## src/sbm_pkg.sv

```systemverilog
// Constants, state types and helper functions for the serial receiver.
// Assumes a single 100 MHz clock and a classic Wishbone register bus.
package sbm_pkg;

	// ------------------------------------------------------------------
	// Register byte addresses
	// ------------------------------------------------------------------
	localparam logic [7:0] ADR_STATUS = 8'h00;
	localparam logic [7:0] ADR_DATA   = 8'h04;
	localparam logic [7:0] ADR_CR1    = 8'h08;
	localparam logic [7:0] ADR_CR2    = 8'h0c;
	localparam logic [7:0] ADR_BAUD   = 8'h10;
	localparam logic [7:0] ADR_RXFINE = 8'h14;
	localparam logic [7:0] ADR_TXFINE = 8'h18;

	// ------------------------------------------------------------------
	// Field positions
	// ------------------------------------------------------------------
	localparam int ST_FULL  = 5;
	localparam int ST_IDLE  = 4;
	localparam int ST_OVR   = 3;
	localparam int ST_NOISE = 2;
	localparam int ST_FRAME = 1;
	localparam int CR1_R9   = 7;
	localparam int CR1_M    = 4;
	localparam int CR1_WAKE = 3;
	localparam int CR2_RIE  = 5;
	localparam int CR2_IDLE_IRQ_ENABLE = 4;
	localparam int CR2_TE   = 3;
	localparam int CR2_RE   = 2;
	localparam int CR2_MUTE = 1;
	localparam int BR_CP    = 6;
	localparam int BR_TXR   = 3;
	localparam int BR_RXR   = 0;

	// ------------------------------------------------------------------
	// Sampling counts (sample index is count plus one)
	// ------------------------------------------------------------------
	localparam logic [3:0] SC_EDGE_A = 4'h2;
	localparam logic [3:0] SC_EDGE_B = 4'h4;
	localparam logic [3:0] SC_EDGE_C = 4'h6;
	localparam logic [3:0] SC_MAJ_A  = 4'h7;
	localparam logic [3:0] SC_MAJ_B  = 4'h8;
	localparam logic [3:0] SC_MAJ_C  = 4'h9;
	localparam logic [3:0] SC_LAST   = 4'hf;
	localparam logic [3:0] SC_AFTER_EDGE = 4'h1;
	localparam logic [3:0] BITS_8    = 4'h8;
	localparam logic [3:0] BITS_9    = 4'h9;
	localparam logic [7:0] IDLE_T8   = 8'h9f;
	localparam logic [7:0] IDLE_T9   = 8'haf;

	// Coarse prescale factors
	localparam logic [3:0] PR_0 = 4'h1;
	localparam logic [3:0] PR_1 = 4'h3;
	localparam logic [3:0] PR_2 = 4'h4;
	localparam logic [3:0] PR_3 = 4'hd;

	// ------------------------------------------------------------------
	// State types
	// ------------------------------------------------------------------
	typedef enum logic [1:0] {
		RX_HUNT  = 2'b00,
		RX_START = 2'b01,
		RX_DATA  = 2'b11,
		RX_STOP  = 2'b10
	} sbm_rx_st_t;

	typedef struct packed {
		sbm_rx_st_t  st;
		logic [3:0]  scnt;
		logic [3:0]  bcnt;
		logic [1:0]  sm;
		logic [8:0]  sh;
		logic [2:0]  hist;
		logic [7:0]  icnt;
		logic        iarm;
		logic        nacc;
		logic        npend;
		logic        full;
		logic        ovr;
		logic        noise;
		logic        fram;
		logic        idle;
		logic [8:0]  hold;
		logic        arm_any;
		logic        arm_rd;
		logic        m9;
		logic        wake;
		logic        rx_irq_enable;
		logic        iie;
		logic        ten;
		logic        ron;
		logic        mute;
		logic [7:0]  baud;
		logic [7:0]  rxfine;
		logic [7:0]  txfine;
		logic        ack;
		logic [7:0]  dat;
		logic        irq;
	} sbm_core_t;

	typedef struct packed {
		logic [18:0] cnt;
		logic        tick;
	} sbm_baud_t;

	localparam sbm_core_t CORE_RST = '0;
	localparam sbm_baud_t BAUD_RST = '0;

	// ------------------------------------------------------------------
	// Functions
	// ------------------------------------------------------------------
	function automatic logic f_maj(input logic [2:0] v);
		f_maj = (v[0] & v[1]) | (v[0] & v[2]) | (v[1] & v[2]);
	endfunction

	function automatic logic f_disagree(input logic [2:0] v);
		f_disagree = ~((&v) | ~(|v));
	endfunction

	// Clock cycles per oversample tick: PR * 2^sel * max(fine,1)
	function automatic logic [18:0] f_div(input logic [1:0] cp,
			input logic [2:0] sel, input logic [7:0] fine);
		logic [3:0]  pr;
		logic [18:0] f;
		pr = (cp == 2'b00) ? PR_0 : (cp == 2'b01) ? PR_1 :
			(cp == 2'b10) ? PR_2 : PR_3;
		f = (fine == 8'h00) ? 19'h00001 : {11'h000, fine};
		f_div = 19'({15'h0000, pr} << sel) * f;
	endfunction

endpackage

```

## src/sbm_baud.sv

```systemverilog
// Oversample tick generator: one-cycle pulse at 16 times the baud rate.
// Assumes its settings are held still while run_i is high.
`timescale 1ns/100ps
`default_nettype none
module sbm_baud (
	input  wire logic       clk_i,
	input  wire logic       rst_i,
	input  wire logic       run_i,
	input  wire logic [1:0] cp_i,
	input  wire logic [2:0] sel_i,
	input  wire logic [7:0] fine_i,
	output logic            tick_o
);
	sbm_pkg::sbm_baud_t s_q;
	sbm_pkg::sbm_baud_t s_d;
	logic [18:0]        div;

	// ------------------------------------------------------------------
	// Divider
	// ------------------------------------------------------------------
	always_comb begin
		div = sbm_pkg::f_div(cp_i, sel_i, fine_i);
		s_d = s_q;
		s_d.tick = 1'b0;
		if (!run_i) begin
			s_d.cnt = 19'h00000;
		end else if (s_q.cnt >= div - 19'h00001) begin
			s_d.cnt = 19'h00000;
			s_d.tick = 1'b1;
		end else begin
			s_d.cnt = s_q.cnt + 19'h00001;
		end
	end

	always_ff @(posedge clk_i) begin
		if (rst_i) begin
			s_q <= sbm_pkg::BAUD_RST;
		end else begin
			s_q <= s_d;
		end
	end

	assign tick_o = s_q.tick;

endmodule
`default_nettype wire

```

## src/sbm_rx.sv

```systemverilog
// Asynchronous serial receiver with baud generators and mute/wake-up.
// Assumes a classic Wishbone master and a serial line synchronous to clk_i.
//
// Overview of operation
// Words are 8 or 9 bits; in 9-bit mode the top bit is readable.
// Bits shift in LSB first; data register reads the holding buffer.
// Turning the receiver on starts the hunt for a start bit.
// Completed character goes to holding buffer, sets full, may interrupt.
// Full clears on status access then data read, before next character.
// Character while full sets overrun, keeps buffer, may interrupt.
// Overrun clears on status access then data read.
// Data bits compare samples 8, 9, 10; disagreement flags noise.
// Noise appears with full, data still transferred, no own interrupt.
// Noise clears on status read then data read.
// False start drops frame; noise held for the next good frame.
// A break is handled as a framing error.
// Missing stop bit sets framing with full, data transferred.
// Framing clears on status read then data read.
// Idle frame sets idle flag and interrupts when idle enable set.
// Rate is clock over 16, coarse prescale and power-of-two select.
// Software keeps baud settings still while either direction is on.
// Nonzero fine prescale divides further by 1 to 255; zero bypasses.
// While muted no receive status bit sets and no interrupt requests.
// Idle wake method: idle frame clears mute, idle flag stays clear.
// Address wake method: word with top bit 1 unmutes and sets full.
// Software avoids writing control two while muted.
// Sixteen samples per bit; value is majority of samples 8, 9, 10.
// Start edge needs three ones before; ones at 3, 5, 7 flag noise.
//
// Implementation choices: the register offsets and the Wishbone register port.
`timescale 1ns/100ps
`default_nettype none
module sbm_rx (
	input  wire logic        clk_i,
	input  wire logic        rst_i,
	input  wire logic        wb_cyc_i,
	input  wire logic        wb_stb_i,
	input  wire logic        wb_we_i,
	input  wire logic [7:0]  wb_adr_i,
	input  wire logic [3:0]  wb_sel_i,
	input  wire logic [31:0] wb_dat_i,
	output logic      [31:0] wb_dat_o,
	output logic             wb_ack_o,
	input  wire logic        serial_rx_input_i,
	input  wire logic        irq_mask_i,
	output logic             irq_o,
	output logic             tx_tick_o
);
	sbm_pkg::sbm_core_t s_q;
	sbm_pkg::sbm_core_t s_d;
	logic       rx_tick;
	logic       hit;
	logic       frame_done;
	logic       stop_ok;
	logic       idle_ev;
	logic       wake_addr;
	logic       accept;
	logic [2:0] v;
	logic [3:0] nbits;
	logic [7:0] idle_lim;
	logic [8:0] word;
	logic [7:0] rv;

	// ------------------------------------------------------------------
	// Baud generators
	// ------------------------------------------------------------------
	sbm_baud u_rx_baud (
		.clk_i  (clk_i),
		.rst_i  (rst_i),
		.run_i  (s_q.ron),
		.cp_i   (s_q.baud[sbm_pkg::BR_CP +: 2]),
		.sel_i  (s_q.baud[sbm_pkg::BR_RXR +: 3]),
		.fine_i (s_q.rxfine),
		.tick_o (rx_tick)
	);

	sbm_baud u_tx_baud (
		.clk_i  (clk_i),
		.rst_i  (rst_i),
		.run_i  (s_q.ten),
		.cp_i   (s_q.baud[sbm_pkg::BR_CP +: 2]),
		.sel_i  (s_q.baud[sbm_pkg::BR_TXR +: 3]),
		.fine_i (s_q.txfine),
		.tick_o (tx_tick_o)
	);

	// ------------------------------------------------------------------
	// Next state
	// ------------------------------------------------------------------
	always_comb begin
		s_d = s_q;
		frame_done = 1'b0;
		stop_ok = 1'b0;
		idle_ev = 1'b0;
		v = {s_q.sm, serial_rx_input_i};
		nbits = s_q.m9 ? sbm_pkg::BITS_9 : sbm_pkg::BITS_8;
		idle_lim = s_q.m9 ? sbm_pkg::IDLE_T9 : sbm_pkg::IDLE_T8;
		word = s_q.m9 ? s_q.sh : {1'b0, s_q.sh[8:1]};
		wake_addr = s_q.mute & s_q.wake & s_q.sh[8];
		accept = ~s_q.mute | wake_addr;
		hit = wb_cyc_i & wb_stb_i & ~s_q.ack;
		s_d.ack = hit;

		// Receive sequencer
		if (!s_q.ron) begin
			s_d.st = sbm_pkg::RX_HUNT;
			s_d.hist = 3'b000;
			s_d.icnt = 8'h00;
			s_d.iarm = 1'b1;
			s_d.nacc = 1'b0;
		end else if (rx_tick) begin
			if (s_q.st != sbm_pkg::RX_HUNT) begin
				s_d.scnt = s_q.scnt + 4'h1;
			end
			if (s_q.scnt == sbm_pkg::SC_MAJ_A ||
					s_q.scnt == sbm_pkg::SC_MAJ_B) begin
				s_d.sm = {s_q.sm[0], serial_rx_input_i};
			end
			unique case (s_q.st)
				sbm_pkg::RX_HUNT: begin
					if (serial_rx_input_i) begin
						s_d.icnt = s_q.icnt + 8'h01;
					end else begin
						s_d.icnt = 8'h00;
					end
					if (s_q.iarm && serial_rx_input_i &&
							s_q.icnt == idle_lim) begin
						idle_ev = 1'b1;
						s_d.iarm = 1'b0;
					end
					s_d.hist = {s_q.hist[1:0], serial_rx_input_i};
					if (!serial_rx_input_i && s_q.hist == 3'b111) begin
						s_d.st = sbm_pkg::RX_START;
						s_d.scnt = sbm_pkg::SC_AFTER_EDGE;
						s_d.nacc = s_q.npend;
						s_d.npend = 1'b0;
					end
				end
				sbm_pkg::RX_START: begin
					if (serial_rx_input_i &&
							(s_q.scnt == sbm_pkg::SC_EDGE_A ||
							s_q.scnt == sbm_pkg::SC_EDGE_B ||
							s_q.scnt == sbm_pkg::SC_EDGE_C)) begin
						s_d.nacc = 1'b1;
					end
					if (s_q.scnt == sbm_pkg::SC_MAJ_C) begin
						if (sbm_pkg::f_maj(v)) begin
							s_d.st = sbm_pkg::RX_HUNT;
							s_d.hist = 3'b000;
							s_d.npend = 1'b1;
						end else if (sbm_pkg::f_disagree(v)) begin
							s_d.nacc = 1'b1;
						end
					end
					if (s_q.scnt == sbm_pkg::SC_LAST) begin
						s_d.st = sbm_pkg::RX_DATA;
						s_d.bcnt = 4'h0;
					end
				end
				sbm_pkg::RX_DATA: begin
					if (s_q.scnt == sbm_pkg::SC_MAJ_C) begin
						s_d.sh = {sbm_pkg::f_maj(v), s_q.sh[8:1]};
						if (sbm_pkg::f_disagree(v)) begin
							s_d.nacc = 1'b1;
						end
					end
					if (s_q.scnt == sbm_pkg::SC_LAST) begin
						s_d.bcnt = s_q.bcnt + 4'h1;
						if (s_q.bcnt == nbits - 4'h1) begin
							s_d.st = sbm_pkg::RX_STOP;
						end
					end
				end
				sbm_pkg::RX_STOP: begin
					if (s_q.scnt == sbm_pkg::SC_MAJ_C) begin
						frame_done = 1'b1;
						stop_ok = sbm_pkg::f_maj(v);
						s_d.st = sbm_pkg::RX_HUNT;
						s_d.hist = 3'b000;
						s_d.icnt = 8'h00;
						s_d.iarm = 1'b1;
					end
				end
			endcase
		end

		// Register access
		rv = 8'h00;
		if (hit) begin
			unique case (wb_adr_i)
				sbm_pkg::ADR_STATUS: begin
					rv[sbm_pkg::ST_FULL] = s_q.full;
					rv[sbm_pkg::ST_IDLE] = s_q.idle;
					rv[sbm_pkg::ST_OVR] = s_q.ovr;
					rv[sbm_pkg::ST_NOISE] = s_q.noise;
					rv[sbm_pkg::ST_FRAME] = s_q.fram;
					s_d.arm_any = 1'b1;
					s_d.arm_rd = ~wb_we_i | s_q.arm_rd;
				end
				sbm_pkg::ADR_DATA: begin
					rv = s_q.hold[7:0];
					if (!wb_we_i) begin
						if (s_q.arm_any) begin
							s_d.full = 1'b0;
							s_d.ovr = 1'b0;
							s_d.idle = 1'b0;
						end
						if (s_q.arm_rd) begin
							s_d.noise = 1'b0;
							s_d.fram = 1'b0;
						end
						s_d.arm_any = 1'b0;
						s_d.arm_rd = 1'b0;
					end
				end
				sbm_pkg::ADR_CR1: begin
					rv[sbm_pkg::CR1_R9] = s_q.hold[8];
					rv[sbm_pkg::CR1_M] = s_q.m9;
					rv[sbm_pkg::CR1_WAKE] = s_q.wake;
					if (wb_we_i && wb_sel_i[0]) begin
						s_d.m9 = wb_dat_i[sbm_pkg::CR1_M];
						s_d.wake = wb_dat_i[sbm_pkg::CR1_WAKE];
					end
				end
				sbm_pkg::ADR_CR2: begin
					rv[sbm_pkg::CR2_RIE] = s_q.rx_irq_enable;
					rv[sbm_pkg::CR2_IDLE_IRQ_ENABLE] = s_q.iie;
					rv[sbm_pkg::CR2_TE] = s_q.ten;
					rv[sbm_pkg::CR2_RE] = s_q.ron;
					rv[sbm_pkg::CR2_MUTE] = s_q.mute;
				end
				sbm_pkg::ADR_BAUD: begin
					rv = s_q.baud;
					if (wb_we_i && wb_sel_i[0]) begin
						s_d.baud = wb_dat_i[7:0];
					end
				end
				sbm_pkg::ADR_RXFINE: begin
					rv = s_q.rxfine;
					if (wb_we_i && wb_sel_i[0]) begin
						s_d.rxfine = wb_dat_i[7:0];
					end
				end
				sbm_pkg::ADR_TXFINE: begin
					rv = s_q.txfine;
					if (wb_we_i && wb_sel_i[0]) begin
						s_d.txfine = wb_dat_i[7:0];
					end
				end
				default: begin
					rv = 8'h00;
				end
			endcase
		end
		s_d.dat = hit ? rv : 8'h00;

		// Hardware sets follow the clears so a coincident event wins
		if (frame_done) begin
			if (accept) begin
				if (s_q.full) begin
					s_d.ovr = 1'b1;
				end else begin
					s_d.hold = word;
					s_d.full = 1'b1;
					s_d.noise = s_q.nacc;
					s_d.fram = ~stop_ok;
				end
			end
			if (wake_addr) begin
				s_d.mute = 1'b0;
			end
			s_d.nacc = 1'b0;
		end
		if (idle_ev) begin
			if (!s_q.mute) begin
				s_d.idle = 1'b1;
			end else if (!s_q.wake) begin
				s_d.mute = 1'b0;
			end
		end

		// Control two is written last: a software write overrides wake-up
		if (hit && wb_we_i && wb_sel_i[0] && wb_adr_i == sbm_pkg::ADR_CR2) begin
			s_d.rx_irq_enable = wb_dat_i[sbm_pkg::CR2_RIE];
			s_d.iie = wb_dat_i[sbm_pkg::CR2_IDLE_IRQ_ENABLE];
			s_d.ten = wb_dat_i[sbm_pkg::CR2_TE];
			s_d.ron = wb_dat_i[sbm_pkg::CR2_RE];
			s_d.mute = wb_dat_i[sbm_pkg::CR2_MUTE];
		end

		// Interrupt request, suppressed while muted
		s_d.irq = ~irq_mask_i & ~s_q.mute &
			((s_q.rx_irq_enable & (s_q.full | s_q.ovr)) | (s_q.iie & s_q.idle));
	end

	always_ff @(posedge clk_i) begin
		if (rst_i) begin
			s_q <= sbm_pkg::CORE_RST;
		end else begin
			s_q <= s_d;
		end
	end

	assign wb_dat_o = {24'h000000, s_q.dat};
	assign wb_ack_o = s_q.ack;
	assign irq_o = s_q.irq;
endmodule
`default_nettype wire

```

## config.mk

```make
export PLATFORM = sky130hd
export DESIGN_NAME = sbm_rx
export DESIGN_NICKNAME = d
export VERILOG_FILES = /design/src/sbm_pkg.sv /design/src/sbm_baud.sv /design/src/sbm_rx.sv
export SDC_FILE = /design/constraint.sdc
export NUM_CORES = 1
export LEC_CHECK = 0
export BUFFER_PORTS_ARGS = -buffer_cell sky130_fd_sc_hd__buf_2
export CAP_MARGIN = 0
export CELL_PAD_IN_SITES_DETAIL_PLACEMENT = 0
export CELL_PAD_IN_SITES_GLOBAL_PLACEMENT = 1
export CORE_ASPECT_RATIO = 1.75
export CORE_MARGIN = 3
export CORE_UTILIZATION = 47
export DETAILED_ROUTE_END_ITERATION = 8
export PLACE_DENSITY = 0.8
export SLEW_MARGIN = 15
export SYNTH_ARGS = -nofsm -noshare
export SYNTH_HDL_FRONTEND = slang
export SYNTH_SLANG_ARGS = --single-unit
```

## constraint.sdc

```tcl
create_clock -name clk_i -period 14 [get_ports clk_i]
set_clock_uncertainty 0.1 [all_clocks]
set_input_delay 1.4 -clock clk_i [delete_from_list [all_inputs] [get_ports clk_i]]
set_output_delay 1.4 -clock clk_i [all_outputs]
set_load 0.03 [all_outputs]
```

Word-level counts from Yosys, hierarchy flattened
Cells that the tools add are included. W data, S select, Z words.

Add/subtract/negate cells: 8. $mul: 2. Divide/modulo/power cells: 0. $lt $le $gt $ge: 2. Eq/ne operators: 37. Shift-type cells: 2. Mux-type cells: 85. Bitwise gates (word level): 28. Reduce and logical (&&, ||, !) cells: 48.

Operator list (count): $mux W4 (11); $add A19 B1 Y19 const B (2); $ge A19 B19 Y1 (2); $mul A19 B19 Y19 (2); $shl A4 B3 Y19 (2); $sub A19 B1 Y19 const B (2); $mux W1 (35); $reduce_and A3 Y1 (9); $mux W2 (13); $eq A8 B5 Y1 const B (3); $logic_not A8 Y1 (3); $mux W8 (3); $ne A2 B2 Y1 const B (10); $pmux W9 S2 (1); $eq A8 B4 Y1 const B (2); $mux W5 (3); $reduce_and A5 Y1 (3); $pmux W2 S7 (1); $eq A4 B3 Y1 const B (3); $eq A4 B4 Y1 const B (3); $mux W12 (1); $mux W6 (2); $ne A3 B3 Y1 const B (4); $pmux W2 S6 (1); other kinds (38) (91).

Flip-flop bits (word level): 132. Bits in latches: 0. Memory bits (writable): 0. ROM bits: 0. Bits of input ports: 51. Output and inout bits: 35. Word-level logic and storage cells: 247. Memories: 0.

Logic depth before layout (Yosys ltp)
Gate-level depths: netlist of the first run.

Depth in word-level cells: 13. Gate-level depth with buffers: 30.

Modules after synthesis
A second synthesis of the first run with hierarchy kept.

Cells, all modules: 1587. Area, all modules: 13797.0 µm².

Modules (own cells, without submodules): sbm_rx (instances 1, cells each 524, area an instance 4682.0 µm²); sbm_baud at u_rx_baud (instances 1, cells each 523, area an instance 4560.6 µm²); sbm_baud at u_tx_baud (instances 1, cells each 540, area an instance 4554.4 µm²).

Worst setup path before layout of the first run
No wires, ideal clock.

Path type: reg2reg. Start point: register s_q[29] (netlist bit). End point: register u_tx_baud.s_q[10] (netlist bit). Setup time: 114 ps. Arrival: 6548 ps. Slack: 7237 ps. Cell stages (with the launch flop): 28. Path buffers: 3. Cells stage by stage: dfxtp_1 > clkbuf_1 > nand2_1 > a31oi_1 > nor2b_1 > clkbuf_1 > nand2_1 > fa_1 > inv_1 > fa_1 > fa_1 > inv_1 > fa_1 > inv_1 > ha_1 > a211o_1 > o211ai_2 > a22oi_2 > a311o_4 > a2111oi_4 > nor4_2 > ha_1 > and3_1 > nand4_1 > or3_1 > nand4b_4 > buf_6 > nor2_1.

Cells in the longest elaborated chain, start to end: 5.

Ends and longest elaborated chain: start: declaration (RTL line sbm_rx.sv:49) `sbm_pkg::sbm_core_t s_q;`; start signal: assignment (RTL line sbm_rx.sv:298) `s_q <= sbm_pkg::CORE_RST;`; $shl A4 B3 Y19 (RTL line sbm_pkg.sv:129) `f_div = 19'({15'h0000, pr} << sel) * f;`; $mul A19 B19 Y19 (RTL line sbm_pkg.sv:129); $sub A19 B1 Y19 (RTL line sbm_baud.sv:27) `end else if (s_q.cnt >= div - 19'h00001) begin`; $ge A19 B19 Y1 (RTL line sbm_baud.sv:27); $reduce_or A3 Y1 (no line); end signal: assignment (RTL line sbm_baud.sv:37) `s_q <= sbm_pkg::BAUD_RST;`; end: declaration (RTL line sbm_baud.sv:14) `sbm_pkg::sbm_baud_t s_q;`.

Every way passes these cells. A chain may end at the register's enable or synchronous reset.

Final worst setup path of the first run
Start point: register s_q[33] (netlist bit). End point: register u_rx_baud.s_q[9] (netlist bit).

Cells in the longest elaborated chain, start to end: 9. Elaborated cells between the ends (all ways): 11.

Ends and longest elaborated chain: $eq A2 B2 Y1 (RTL line sbm_pkg.sv:127) `(cp == 2'b10) ? PR_2 : PR_3;`; $mux W4 (RTL line sbm_pkg.sv:127); $mux W4 (RTL line sbm_pkg.sv:126) `pr = (cp == 2'b00) ? PR_0 : (cp == 2'b01) ? PR_1 :`; $mux W4 * (RTL line sbm_pkg.sv:126); $shl A4 B3 Y19 * (RTL line sbm_pkg.sv:129); $mul A19 B19 Y19 * (RTL line sbm_pkg.sv:129); $sub A19 B1 Y19 * (RTL line sbm_baud.sv:27); $ge A19 B19 Y1 * (RTL line sbm_baud.sv:27); $reduce_or A3 Y1 (no line) *; end signal: assignment (RTL line sbm_baud.sv:37); end: declaration (RTL line sbm_baud.sv:14).

Every way passes the cells marked *; elsewhere a longest branch is shown, timed or not.

==> results of run 1 <==
## flip-flops by register name (all words and copies together), names as in the netlist
register / cells
u_rx_baud.s_q: 19
wb_ack_o: 1
u_tx_baud.tick_o: 1
s_q: 82
u_tx_baud.s_q: 19
u_rx_baud.tick_o: 1
irq_o: 1
wb_dat_o: 8
## power by group through the flow
stage / sequential [µW] / clock [µW] / combinational (µW)
2_1_floorplan: 385 / 0 / 27.8
3_3_place_gp: 384 / 0 / 32.2
3_5_place_dp: 384 / 0 / 32.3
5_1_grt: 376 / 512 / 34.8
4_1_cts: 376 / 500 / 32.3
6_report: 376 / 490 / 32.3
## per-stage QoR
stage	utilization [%]	power (µW)	std cells
2_1_floorplan	-	412	1621
3_3_place_gp	48.9	417	1936
3_5_place_dp	48.9	417	1936
4_1_cts	51.2	908	1968
5_1_grt	51.3	923	1968
6_report	51.3	899	1968
## layout make-up
class	instances	area (µm²)	area share (%)
Multi-Input combinational cell	1222	9850	68.2
Tap cell	373	467	3.23
Timing Repair Buffer	39	208	1.44
Clock inverter	13	195	1.35
Clock buffer	19	443	3.07
Inverter	170	638	4.42
Sequential cell	132	2640	18.3
## cell families after synthesis
logic type / Yosys count / synth area share [%]
fa+ha+maj: 259 / 30.4
simple gates: 588 / 21.3
other cells: 1 / 0.0277
mux: 47 / 3.77
flops: 132 / 19.5
compound gates: 234 / 11.9
buf+inv: 267 / 8.60
xor+xnor: 70 / 4.52
## layer usage
metal | vias up | global-route usage [%] | wire (µm)
met4 | 0 | 9.36 | 1150
li1 | 5232 | - | -
met1 | 5212 | 21.0 | 11600
met5 | - | 0 | 0
met2 | 146 | 42.9 | 18400
met3 | 76 | 2.68 | 579
## synthesized netlist by cell type, drive strengths merged (4+ instances only)
| library cell | number |
|---|---|
| and4 | 7 |
| nor4 | 8 |
| a21oi | 80 |
| dfxtp | 132 |
| nand3b | 8 |
| a211oi | 11 |
| a31oi | 9 |
| o21ai | 34 |
| xnor2 | 21 |
| xor2 | 49 |
| a221oi | 4 |
| nand2b | 9 |
| a211o | 9 |
| o31ai | 4 |
| o21a | 7 |
| a21o | 27 |
| buf | 53 |
| clkbuf | 44 |
| ha | 140 |
| inv | 170 |
| and3 | 26 |
| o211ai | 9 |
| nand3 | 40 |
| and2 | 86 |
| nor2b | 21 |
| a22oi | 4 |
| nand4 | 19 |
| mux2i | 42 |
| or2 | 6 |
| fa | 118 |
| nand2 | 189 |
| nor3 | 20 |
| a2111oi | 6 |
| or3 | 7 |
| nor2 | 132 |
| o22ai | 6 |
## final timing paths
check / from / endpoint / slack, ns
hold reg to reg: s_q[51] / s_q[51] / 0.35
setup reg to reg: s_q[33] / u_rx_baud.s_q[9] / 5.95
setup / recovery: s_q[33] / u_rx_baud.s_q[9] / 5.95
hold / removal: s_q[51] / s_q[51] / 0.35
## critical path, delay by kind of cell (launching register included)
family	cells	cell delay [ns]
AND/OR/NAND/NOR	8	2.06
flip-flops	1	0.73
multiplexers	1	0.39
adder cells (fa/ha/maj)	6	2.58
AO/OA/AOI/OAI	7	1.99
buffers and inverters	1	0.05
==> results.sh, run 1 <==
export IMPL_nets=1891
export IMPL_drc=0
export IMPL_hpwl_um=25400
export IMPL_overflow=0
export IMPL_ant_nets=0
export IMPL_syn_to_final_growth_pct=6.52
export IMPL_cp_common_cell="fa_1"
export IMPL_synth_area_leaders="dfxtp_1, fa_1, ha_1"
export IMPL_final_area_um2=14400
export IMPL_synth_warning_count=0
export IMPL_rr_worst_depth=23
export IMPL_first_pass_iters=5
export IMPL_seq_area_frac_synth_pct=19.5
export IMPL_synth_async_reset_ratio_pct=0
export IMPL_finalCritPeriodShare_pct=57.5
export IMPL_numCtsBuffers=17
export IMPL_pwr_share_comb_pct=3.6
export IMPL_cts_num_sinks=132
export IMPL_cp_max_fo=19
export IMPL_end_kind="register"
export IMPL_netSwitchingPower_uw=210
export IMPL_synth_top_area_share_pct=19.5
export IMPL_diodes=0
export IMPL_gp_congestion=0.816
export IMPL_status="complete, no violations"
export IMPL_crit_chain="or2_2, o21ai_0, a31oi_1, nor2b_1, nand2_1, fa_1, fa_1, inv_1, fa_1, fa_1, ha_1, and3_1, a41o_1, nor2_1, o31ai_2, mux2_2, a221oi_1, ha_1, nand4_1, a211o_1, a31oi_1, or3_1, nor2_1"
export IMPL_fin_ws_ns=5.95
export IMPL_drive_above_1_share_pct=6.27
export IMPL_viasPerCell=5.42
export IMPL_max_stage_delay_ns=0.73
export IMPL_swShare_pct=23.3
export IMPL_syn_inst=1598
export IMPL_clock_fmax_mhz=124
export IMPL_insertion_delay_ns=0.44
export IMPL_clockRootBuffer="clkbuf_16"
export IMPL_grt_pass1_vias=11100
export IMPL_grt_max_degree=75
export IMPL_hp_class="register to register"
export IMPL_grt_setup_unrepaired="false"
export IMPL_numPortBuffers=34
export IMPL_cp_arrival_ns=8.25
export IMPL_whs_path_depth=2
export IMPL_post_cts_setup_buffers=0
export IMPL_cp_required_ns=14.20
export IMPL_post_cts_resized=0
export IMPL_grt_use_total_pct=21.3
export IMPL_maxSlewViolCount=0
export IMPL_fin_tns_setup_ns=0
export IMPL_fp_coreArea_um2=28200
export IMPL_grt_pass1_wl_um=53300
export IMPL_synth_cell_type_count=77
export IMPL_synth_area_leader_cell="dfxtp_1"
export IMPL_wirelength_um=31700
export IMPL_cts_clk_slew_worst_paths_ns=0.06
export IMPL_dpl_cell_area_um2=13800
export IMPL_hold_viol_final=0
export IMPL_most_common_layout_cells="nand2_1, inv_1, ha_1"
export IMPL_drt_iter0_drc=350
export IMPL_synth_edff_count=0
export IMPL_netlist_area_um2=13600
export IMPL_worstMarginPinSlew_ns=1.08
export IMPL_sequentialPowerShare_pct=41.8
export IMPL_setup_violations_final=0
export IMPL_internal_power_uw=689
export IMPL_p_leak_uw=0.00628
export IMPL_cpMaxStageDelayCell="dfxtp_1"
export IMPL_die_w_um=134
export IMPL_antenna_found_initial=0
export IMPL_crit_type="register to register"
export IMPL_min_period_ns=8.05
export IMPL_slew_headroom_pct=27.2
export IMPL_place_ws_ns=5.92
export IMPL_cap_violations=0
export IMPL_synth_seq_cells=132
export IMPL_ir_drop_uv=92.3
export IMPL_holdBufCountCts=0
export IMPL_die_area_um2=31000
export IMPL_p_clk_share_pct=54.6
export IMPL_hold_ws_ns=0.352
export IMPL_clk_path_buf_depth=2
export IMPL_routedWlPerCell_um=16.1
export IMPL_rows=81
export IMPL_layout_commonest_cell="nand2_1"
export IMPL_critPathLaunchType="register"
export IMPL_vias=10700
export IMPL_tritoncts="done"
export IMPL_initial_utilization_pct=48.1
export IMPL_die_h_um=231
export IMPL_htreeDepth=4
export IMPL_ios=86
export IMPL_cellPowerDensity_nw_per_um2=62.2
export IMPL_syn_avg_cell_area_um2=8.48
export IMPL_fillers=2784
export IMPL_ys_flop_type="dfxtp_1"
Power figures use the tool's default switching activity.
==> inputs of run 2 (changes only) <==
--- a/config.mk
+++ b/config.mk
@@ -5,15 +5,16 @@
 export SDC_FILE = /design/constraint.sdc
 export NUM_CORES = 1
 export LEC_CHECK = 0
+export ABC_AREA = 1
 export BUFFER_PORTS_ARGS = -buffer_cell sky130_fd_sc_hd__buf_2
 export CAP_MARGIN = 0
 export CELL_PAD_IN_SITES_DETAIL_PLACEMENT = 0
 export CELL_PAD_IN_SITES_GLOBAL_PLACEMENT = 1
 export CORE_ASPECT_RATIO = 1.75
 export CORE_MARGIN = 3
-export CORE_UTILIZATION = 47
+export CORE_UTILIZATION = 46
 export DETAILED_ROUTE_END_ITERATION = 8
-export PLACE_DENSITY = 0.8
+export PLACE_DENSITY = 0.81
 export SLEW_MARGIN = 15
 export SYNTH_ARGS = -nofsm -noshare
 export SYNTH_HDL_FRONTEND = slang
==> constraint.sdc (replaced) <==
create_clock -name clk_i -period 7.78 [get_ports clk_i]
set_clock_uncertainty 0.1 [all_clocks]
set_input_delay 0.778 -clock clk_i [delete_from_list [all_inputs] [get_ports clk_i]]
set_output_delay 0.778 -clock clk_i [all_outputs]
set_load 0.03 [all_outputs]
==> run 2 against run 1 <==
  * Sequential power grew 80%
  * Sequential share of layout area shrank 0.30 points
  * Power grew 77%
  * Combinational power grew 100%
  * Critical path depth grew 4
  * Core utilization shrank 1.3 points
  * Largest cell class unchanged
  * Synthesized cell count grew 20%
  * Routed wire length grew 11%
  * Setup slack lost 4.8 ns
==> results.sh, run 2 <==
export IMPL_cpMaxStageDelayCell="dfxtp_1"
export IMPL_insertion_delay_ns=0.44
export IMPL_first_pass_iters=5
export IMPL_tritoncts="done"
export IMPL_clock_fmax_mhz=150
export IMPL_grt_setup_unrepaired="false"
export IMPL_critPathLaunchType="register"
export IMPL_die_w_um=137
export IMPL_ant_nets=0
export IMPL_grt_pass1_wl_um=58100
export IMPL_nets=2244
export IMPL_synth_warning_count=0
export IMPL_status="complete, no violations"
export IMPL_clockRootBuffer="clkbuf_16"
export IMPL_p_leak_uw=0.00685
export IMPL_crit_type="register to register"
export IMPL_syn_avg_cell_area_um2=7.14
export IMPL_sequentialPowerShare_pct=42.6
export IMPL_synth_top_area_share_pct=19.3
export IMPL_gp_congestion=0.927
export IMPL_cellPowerDensity_nw_per_um2=108
export IMPL_max_stage_delay_ns=0.58
export IMPL_holdBufCountCts=0
export IMPL_cts_clk_slew_worst_paths_ns=0.07
export IMPL_fp_coreArea_um2=29400
export IMPL_initial_utilization_pct=46.7
export IMPL_fin_tns_setup_ns=0
export IMPL_final_seq_area_um2=2640
export IMPL_post_route_util_pct=50.0
export IMPL_hold_viol_final=0
export IMPL_wirelength_um=35200
export IMPL_routedWlPerCell_um=15.1
export IMPL_multi_input_area_um2=9490
export IMPL_die_h_um=234
export IMPL_netSwitchingPower_uw=382
export IMPL_post_cts_setup_buffers=0
export IMPL_maxSlewViolCount=0
export IMPL_worstMarginPinSlew_ns=0.787
export IMPL_vias=11900
export IMPL_hp_class="register to register"
export IMPL_rows=83
export IMPL_finalCritPeriodShare_pct=85.7
export IMPL_ys_flop_type="dfxtp_1"
export IMPL_ios=86
export IMPL_drive_above_1_share_pct=4.77
export IMPL_end_kind="register"
export IMPL_numPortBuffers=34
export IMPL_hpwl_um=29500
export IMPL_clk_path_buf_depth=2
export IMPL_die_area_um2=32000
export IMPL_internal_power_uw=1210
export IMPL_min_period_ns=6.67
export IMPL_cp_required_ns=8.05
export IMPL_syn_inst=1922
export IMPL_critPathTopFamily="adder cells"
export IMPL_largest_reg_flops=82
export IMPL_largest_registers="s_q: 82 flops, u_rx_baud.s_q: 19 flops, u_tx_baud.s_q: 19 flops"
export IMPL_grt_pass1_vias=12100
export IMPL_synth_area_leaders="dfxtp_1, fa_1, ha_1"
export IMPL_synth_area_leader_cell="dfxtp_1"
export IMPL_overflow=0
export IMPL_most_common_layout_cells="nand2_1, inv_1, nor2_1"
export IMPL_grt_use_total_pct=23.2
export IMPL_drt_iter0_drc=397
export IMPL_numCtsBuffers=17
export IMPL_cp_arrival_ns=6.94
export IMPL_drc=0
export IMPL_seq_area_frac_synth_pct=19.3
export IMPL_antenna_found_initial=0
export IMPL_htreeDepth=4
export IMPL_cp_max_fo=19
export IMPL_swShare_pct=24.0
export IMPL_setup_violations_final=0
export IMPL_diodes=0
export IMPL_yosysMostFrequentCell="nand2_1"
export IMPL_pwr_share_comb_pct=4.1
export IMPL_slew_headroom_pct=47.4
export IMPL_cts_num_sinks=132
export IMPL_layout_commonest_cell="nand2_1"
export IMPL_post_cts_resized=0
export IMPL_netlist_area_um2=13700
export IMPL_cap_violations=0
export IMPL_viasPerCell=5.09
export IMPL_crit_buf_inv=5
export IMPL_synth_seq_cells=132
export IMPL_grt_max_degree=55
export IMPL_synth_async_reset_ratio_pct=0
export IMPL_syn_to_final_growth_pct=7.05
export IMPL_top_register="s_q"
export IMPL_ys_top_cells_by_count="nand2_1, inv_1, nor2_1"
export IMPL_p_clk_share_pct=53.3
export IMPL_fillers=3006
export IMPL_synth_edff_count=0
export IMPL_synth_cell_type_count=48
export IMPL_ir_drop_uv=152
==> run 2: worst paths after layout <==
check	startpoint	to	slack, ns	cells after the start
max	s_q[19]	u_rx_baud.s_q[18]	1.11	27
min	s_q[50]	s_q[50]	0.34	2
max reg2reg	s_q[19]	u_rx_baud.s_q[18]	1.11	27
min reg2reg	s_q[50]	s_q[50]	0.34	2
==> run 2: stage by stage <==
stage               std cells  worst slack (ns)  hold slack, ns  total power [µW]  area [µm²]
floorplan                1945              2.20           0.324               747       13800
global placement         2298              1.10           0.338               757       14100
detailed placement       2298              1.12           0.339               757       14100
CTS                      2330              1.07           0.348              1610       14700
global route             2330             0.509           0.379              1650       14700
finish                   2330              1.11           0.344              1590       14700
==> run 2: area by class of cell <==
cell class,instances,area share (%)
repair buffers,38,1.36
clock inverters,14,1.18
inverters,335,8.56
clock buffers,18,2.99
flip-flops and latches,132,18.0
multi-input cells,1411,64.6
well taps,382,3.26
==> run 2: worst reg2reg max path: stages (launching register included) <==
cell,delay [ns]
dfxtp_1,0.58
inv_1,0.30
nand4_1,0.17
nor3_1,0.05
nor2_1,0.49
inv_1,0.29
nand2_1,0.15
fa_1,0.39
inv_1,0.08
fa_1,0.45
fa_1,0.55
inv_1,0.05
fa_1,0.48
inv_1,0.04
ha_1,0.32
a21oi_1,0.14
nand2_1,0.12
a21oi_1,0.29
nand3b_1,0.19
nand2_1,0.06
nand2_1,0.05
nand2_1,0.05
ha_1,0.30
a21oi_1,0.12
o21ai_0,0.08
nor2_1,0.22
nand4_4,0.32
nor2_1,0.18
==> run 2: cell families (layout without fill, tap and decap cells) <==
family,Yosys count,count (layout),share of synthesized area [%]
xor gates and xnor gates,57,57,3.64
buffers and inverters,402,405,12.2
AOI/OAI and AO/OA,266,266,10.3
other,1,24,0.0273
and+or+nand+nor,806,806,24.6
adders and majority gates,258,258,30.0
DFF,132,132,19.3
==> run 2: routing by layer <==
metal	vias up	part of all wire, %	GRT usage (%)	wire (µm)
met5	-	0	0	0
met4	0	6.1	13.8	2130
met3	109	2.6	3.38	918
met2	218	56	45.4	19600
met1	5540	36	22.3	12500
li1	5998	-	-	-
==> run 2: power groups by stage <==
stage	registers, µW	logic, µW	clock network (µW)
2_1_floorplan	692	54.9	0
3_3_place_gp	692	65.4	0
3_5_place_dp	692	65.8	0
4_1_cts	677	65.9	872
5_1_grt	676	73.6	896
6_report	677	65.4	848
==> inputs of run 3 (changes only) <==
--- a/config.mk
+++ b/config.mk
@@ -8,13 +8,11 @@
 export ABC_AREA = 1
 export BUFFER_PORTS_ARGS = -buffer_cell sky130_fd_sc_hd__buf_2
 export CAP_MARGIN = 0
-export CELL_PAD_IN_SITES_DETAIL_PLACEMENT = 0
-export CELL_PAD_IN_SITES_GLOBAL_PLACEMENT = 1
 export CORE_ASPECT_RATIO = 1.75
 export CORE_MARGIN = 3
-export CORE_UTILIZATION = 46
+export CORE_UTILIZATION = 47
 export DETAILED_ROUTE_END_ITERATION = 8
-export PLACE_DENSITY = 0.81
+export PLACE_DENSITY = 0.63
 export SLEW_MARGIN = 15
 export SYNTH_ARGS = -nofsm -noshare
 export SYNTH_HDL_FRONTEND = slang
==> run 3 against run 2 <==
  * Sequential power about the same
  * Sequential cell count unchanged
  * Non-clock buffer count decreased by 1
  * Critical endpoint is now u_tx_baud.s_q[11]
  * Highest routed layer is now met5
  * Global-route usage decreased by 0.23 points
  * Die area decreased by 2.1%
  * Routed wire length decreased by 2.5%
  * Critical path depth increased by 1
==> results.sh, run 3 (same netlist as run 2, synthesis figures left out) <==
export IMPL_status="complete, no violations"
export IMPL_largest_reg_flops=82
export IMPL_cp_required_ns=8.06
export IMPL_vias=11900
export IMPL_die_area_um2=31300
export IMPL_cp_arrival_ns=6.90
export IMPL_syn_to_final_growth_pct=6.75
export IMPL_grt_use_total_pct=23.0
export IMPL_grt_pass1_vias=12300
export IMPL_min_period_ns=6.62
export IMPL_ios=86
export IMPL_ant_nets=0
export IMPL_clk_path_buf_depth=2
export IMPL_critPathLaunchType="register"
export IMPL_power_uw=1560
export IMPL_diodes=0
export IMPL_wirelength_um=34300
export IMPL_insertion_delay_ns=0.45
export IMPL_largest_registers="s_q: 82 flops, u_rx_baud.s_q: 19 flops, u_tx_baud.s_q: 19 flops"
export IMPL_tritoncts="done"
export IMPL_first_pass_iters=6
export IMPL_grt_pass1_wl_um=57400
export IMPL_crit_buf_inv=6
export IMPL_viasPerCell=5.14
export IMPL_htreeDepth=4
export IMPL_numPortBuffers=34
export IMPL_place_ws_ns=1.20
export IMPL_rows=82
export IMPL_cellPowerDensity_nw_per_um2=106
export IMPL_cts_num_sinks=132
export IMPL_most_common_layout_cells="nand2_1, inv_1, nor2_1"
export IMPL_crit_type="register to register"
export IMPL_critPathTopFamily="adder cells"
export IMPL_max_stage_delay_ns=0.54
export IMPL_layout_commonest_cell="nand2_1"
export IMPL_end_kind="register"
export IMPL_fin_ws_ns=1.16
export IMPL_cts_clk_slew_worst_paths_ns=0.07
export IMPL_initial_utilization_pct=47.7
export IMPL_drive_above_1_share_pct=4.73
export IMPL_cap_violations=0
export IMPL_fin_tns_setup_ns=0
export IMPL_numCtsBuffers=17
export IMPL_post_cts_setup_buffers=0
export IMPL_holdBufCountCts=0
export IMPL_setup_violations_final=0
export IMPL_fin_cells=2325
export IMPL_die_h_um=232
export IMPL_clock_fmax_mhz=151
export IMPL_drc=0
export IMPL_maxSlewViolCount=0
export IMPL_ir_drop_uv=159
export IMPL_top_register="s_q"
export IMPL_fp_coreArea_um2=28700
export IMPL_worstMarginPinSlew_ns=0.758
export IMPL_cp_common_cell="inv_1"
export IMPL_drt_iter0_drc=442
export IMPL_finalCritPeriodShare_pct=85.1
export IMPL_overflow=0
export IMPL_p_leak_uw=0.00683
export IMPL_gp_congestion=0.936
export IMPL_routedWlPerCell_um=14.8
export IMPL_post_cts_resized=0
export IMPL_die_w_um=135
export IMPL_clockRootBuffer="clkbuf_16"
export IMPL_cp_max_fo=19
export IMPL_hp_class="register to register"
export IMPL_hold_viol_final=0
export IMPL_hpwl_um=28700
export IMPL_grt_setup_unrepaired="false"
export IMPL_nets=2243
export IMPL_grt_max_degree=55
export IMPL_placed_cells=2293
export IMPL_slew_headroom_pct=49.4
export IMPL_antenna_found_initial=1
export IMPL_cpMaxStageDelayCell="dfxtp_1"
run 3: cell count changes in the layout (fill, tap and decap cells not counted), sizes merged:
cell | previous run | this run
buf | 38 | 37
bufinv | 3 | 1
inv | 338 | 343
clkbuf | 18 | 17
clkinv | 5 | 3
run 3: layout make-up:
type / instances / area (µm²)
inverter: 335 / 1260
timing repair buffer: 37 / 193
fill: 2917 / 14100
sequential: 132 / 2640
multi-input combinational: 1411 / 9490
clock buffer: 17 / 425
tap: 378 / 473
clock inverter: 15 / 159
run 3: tightest hold or removal path, delay by kind of cell, from the launching register on:
family          cells  cell delay, ns
flops               1            0.30
buf+inv             1            0.06
compound gates      1            0.05
run 3: worst paths after layout:
path         startpoint           endpoint  slack [ns]  cells after the start
min             s_q[44]            s_q[44]        0.35                      2
min reg2reg     s_q[44]            s_q[44]        0.35                      2
max             s_q[11]  u_tx_baud.s_q[11]        1.16                     28
max reg2reg     s_q[11]  u_tx_baud.s_q[11]        1.16                     28
run 3: through the flow:
step	hold WS (ns)	utilization, %	instance area, µm²
5_1_grt	0.376	51.0	14600
4_1_cts	0.356	51.0	14600
6_report	0.353	51.0	14600
3_5_place_dp	0.346	48.9	14100
2_1_floorplan	0.324	-	13800
3_3_place_gp	0.336	48.9	14100
run 3: per-layer routing:
| layer | part of all wire, % | wire length (µm) | GRT usage [%] |
|---|---|---|---|
| met4 | 5.6 | 1940 | 13.3 |
| met2 | 57 | 19500 | 45.6 |
| met1 | 35 | 12000 | 22.1 |
| met5 | 0.029 | 10 | 0 |
| met3 | 2.5 | 844 | 2.60 |
run 3: report_power, final:
| group | total, µW | switching [µW] | internal [µW] |
|---|---|---|---|
| Combinational | 64.6 | 48.3 | 16.3 |
| Sequential | 676 | 0.352 | 676 |
| Clock | 817 | 364 | 453 |
| Total | 1560 | 412 | 1150 |
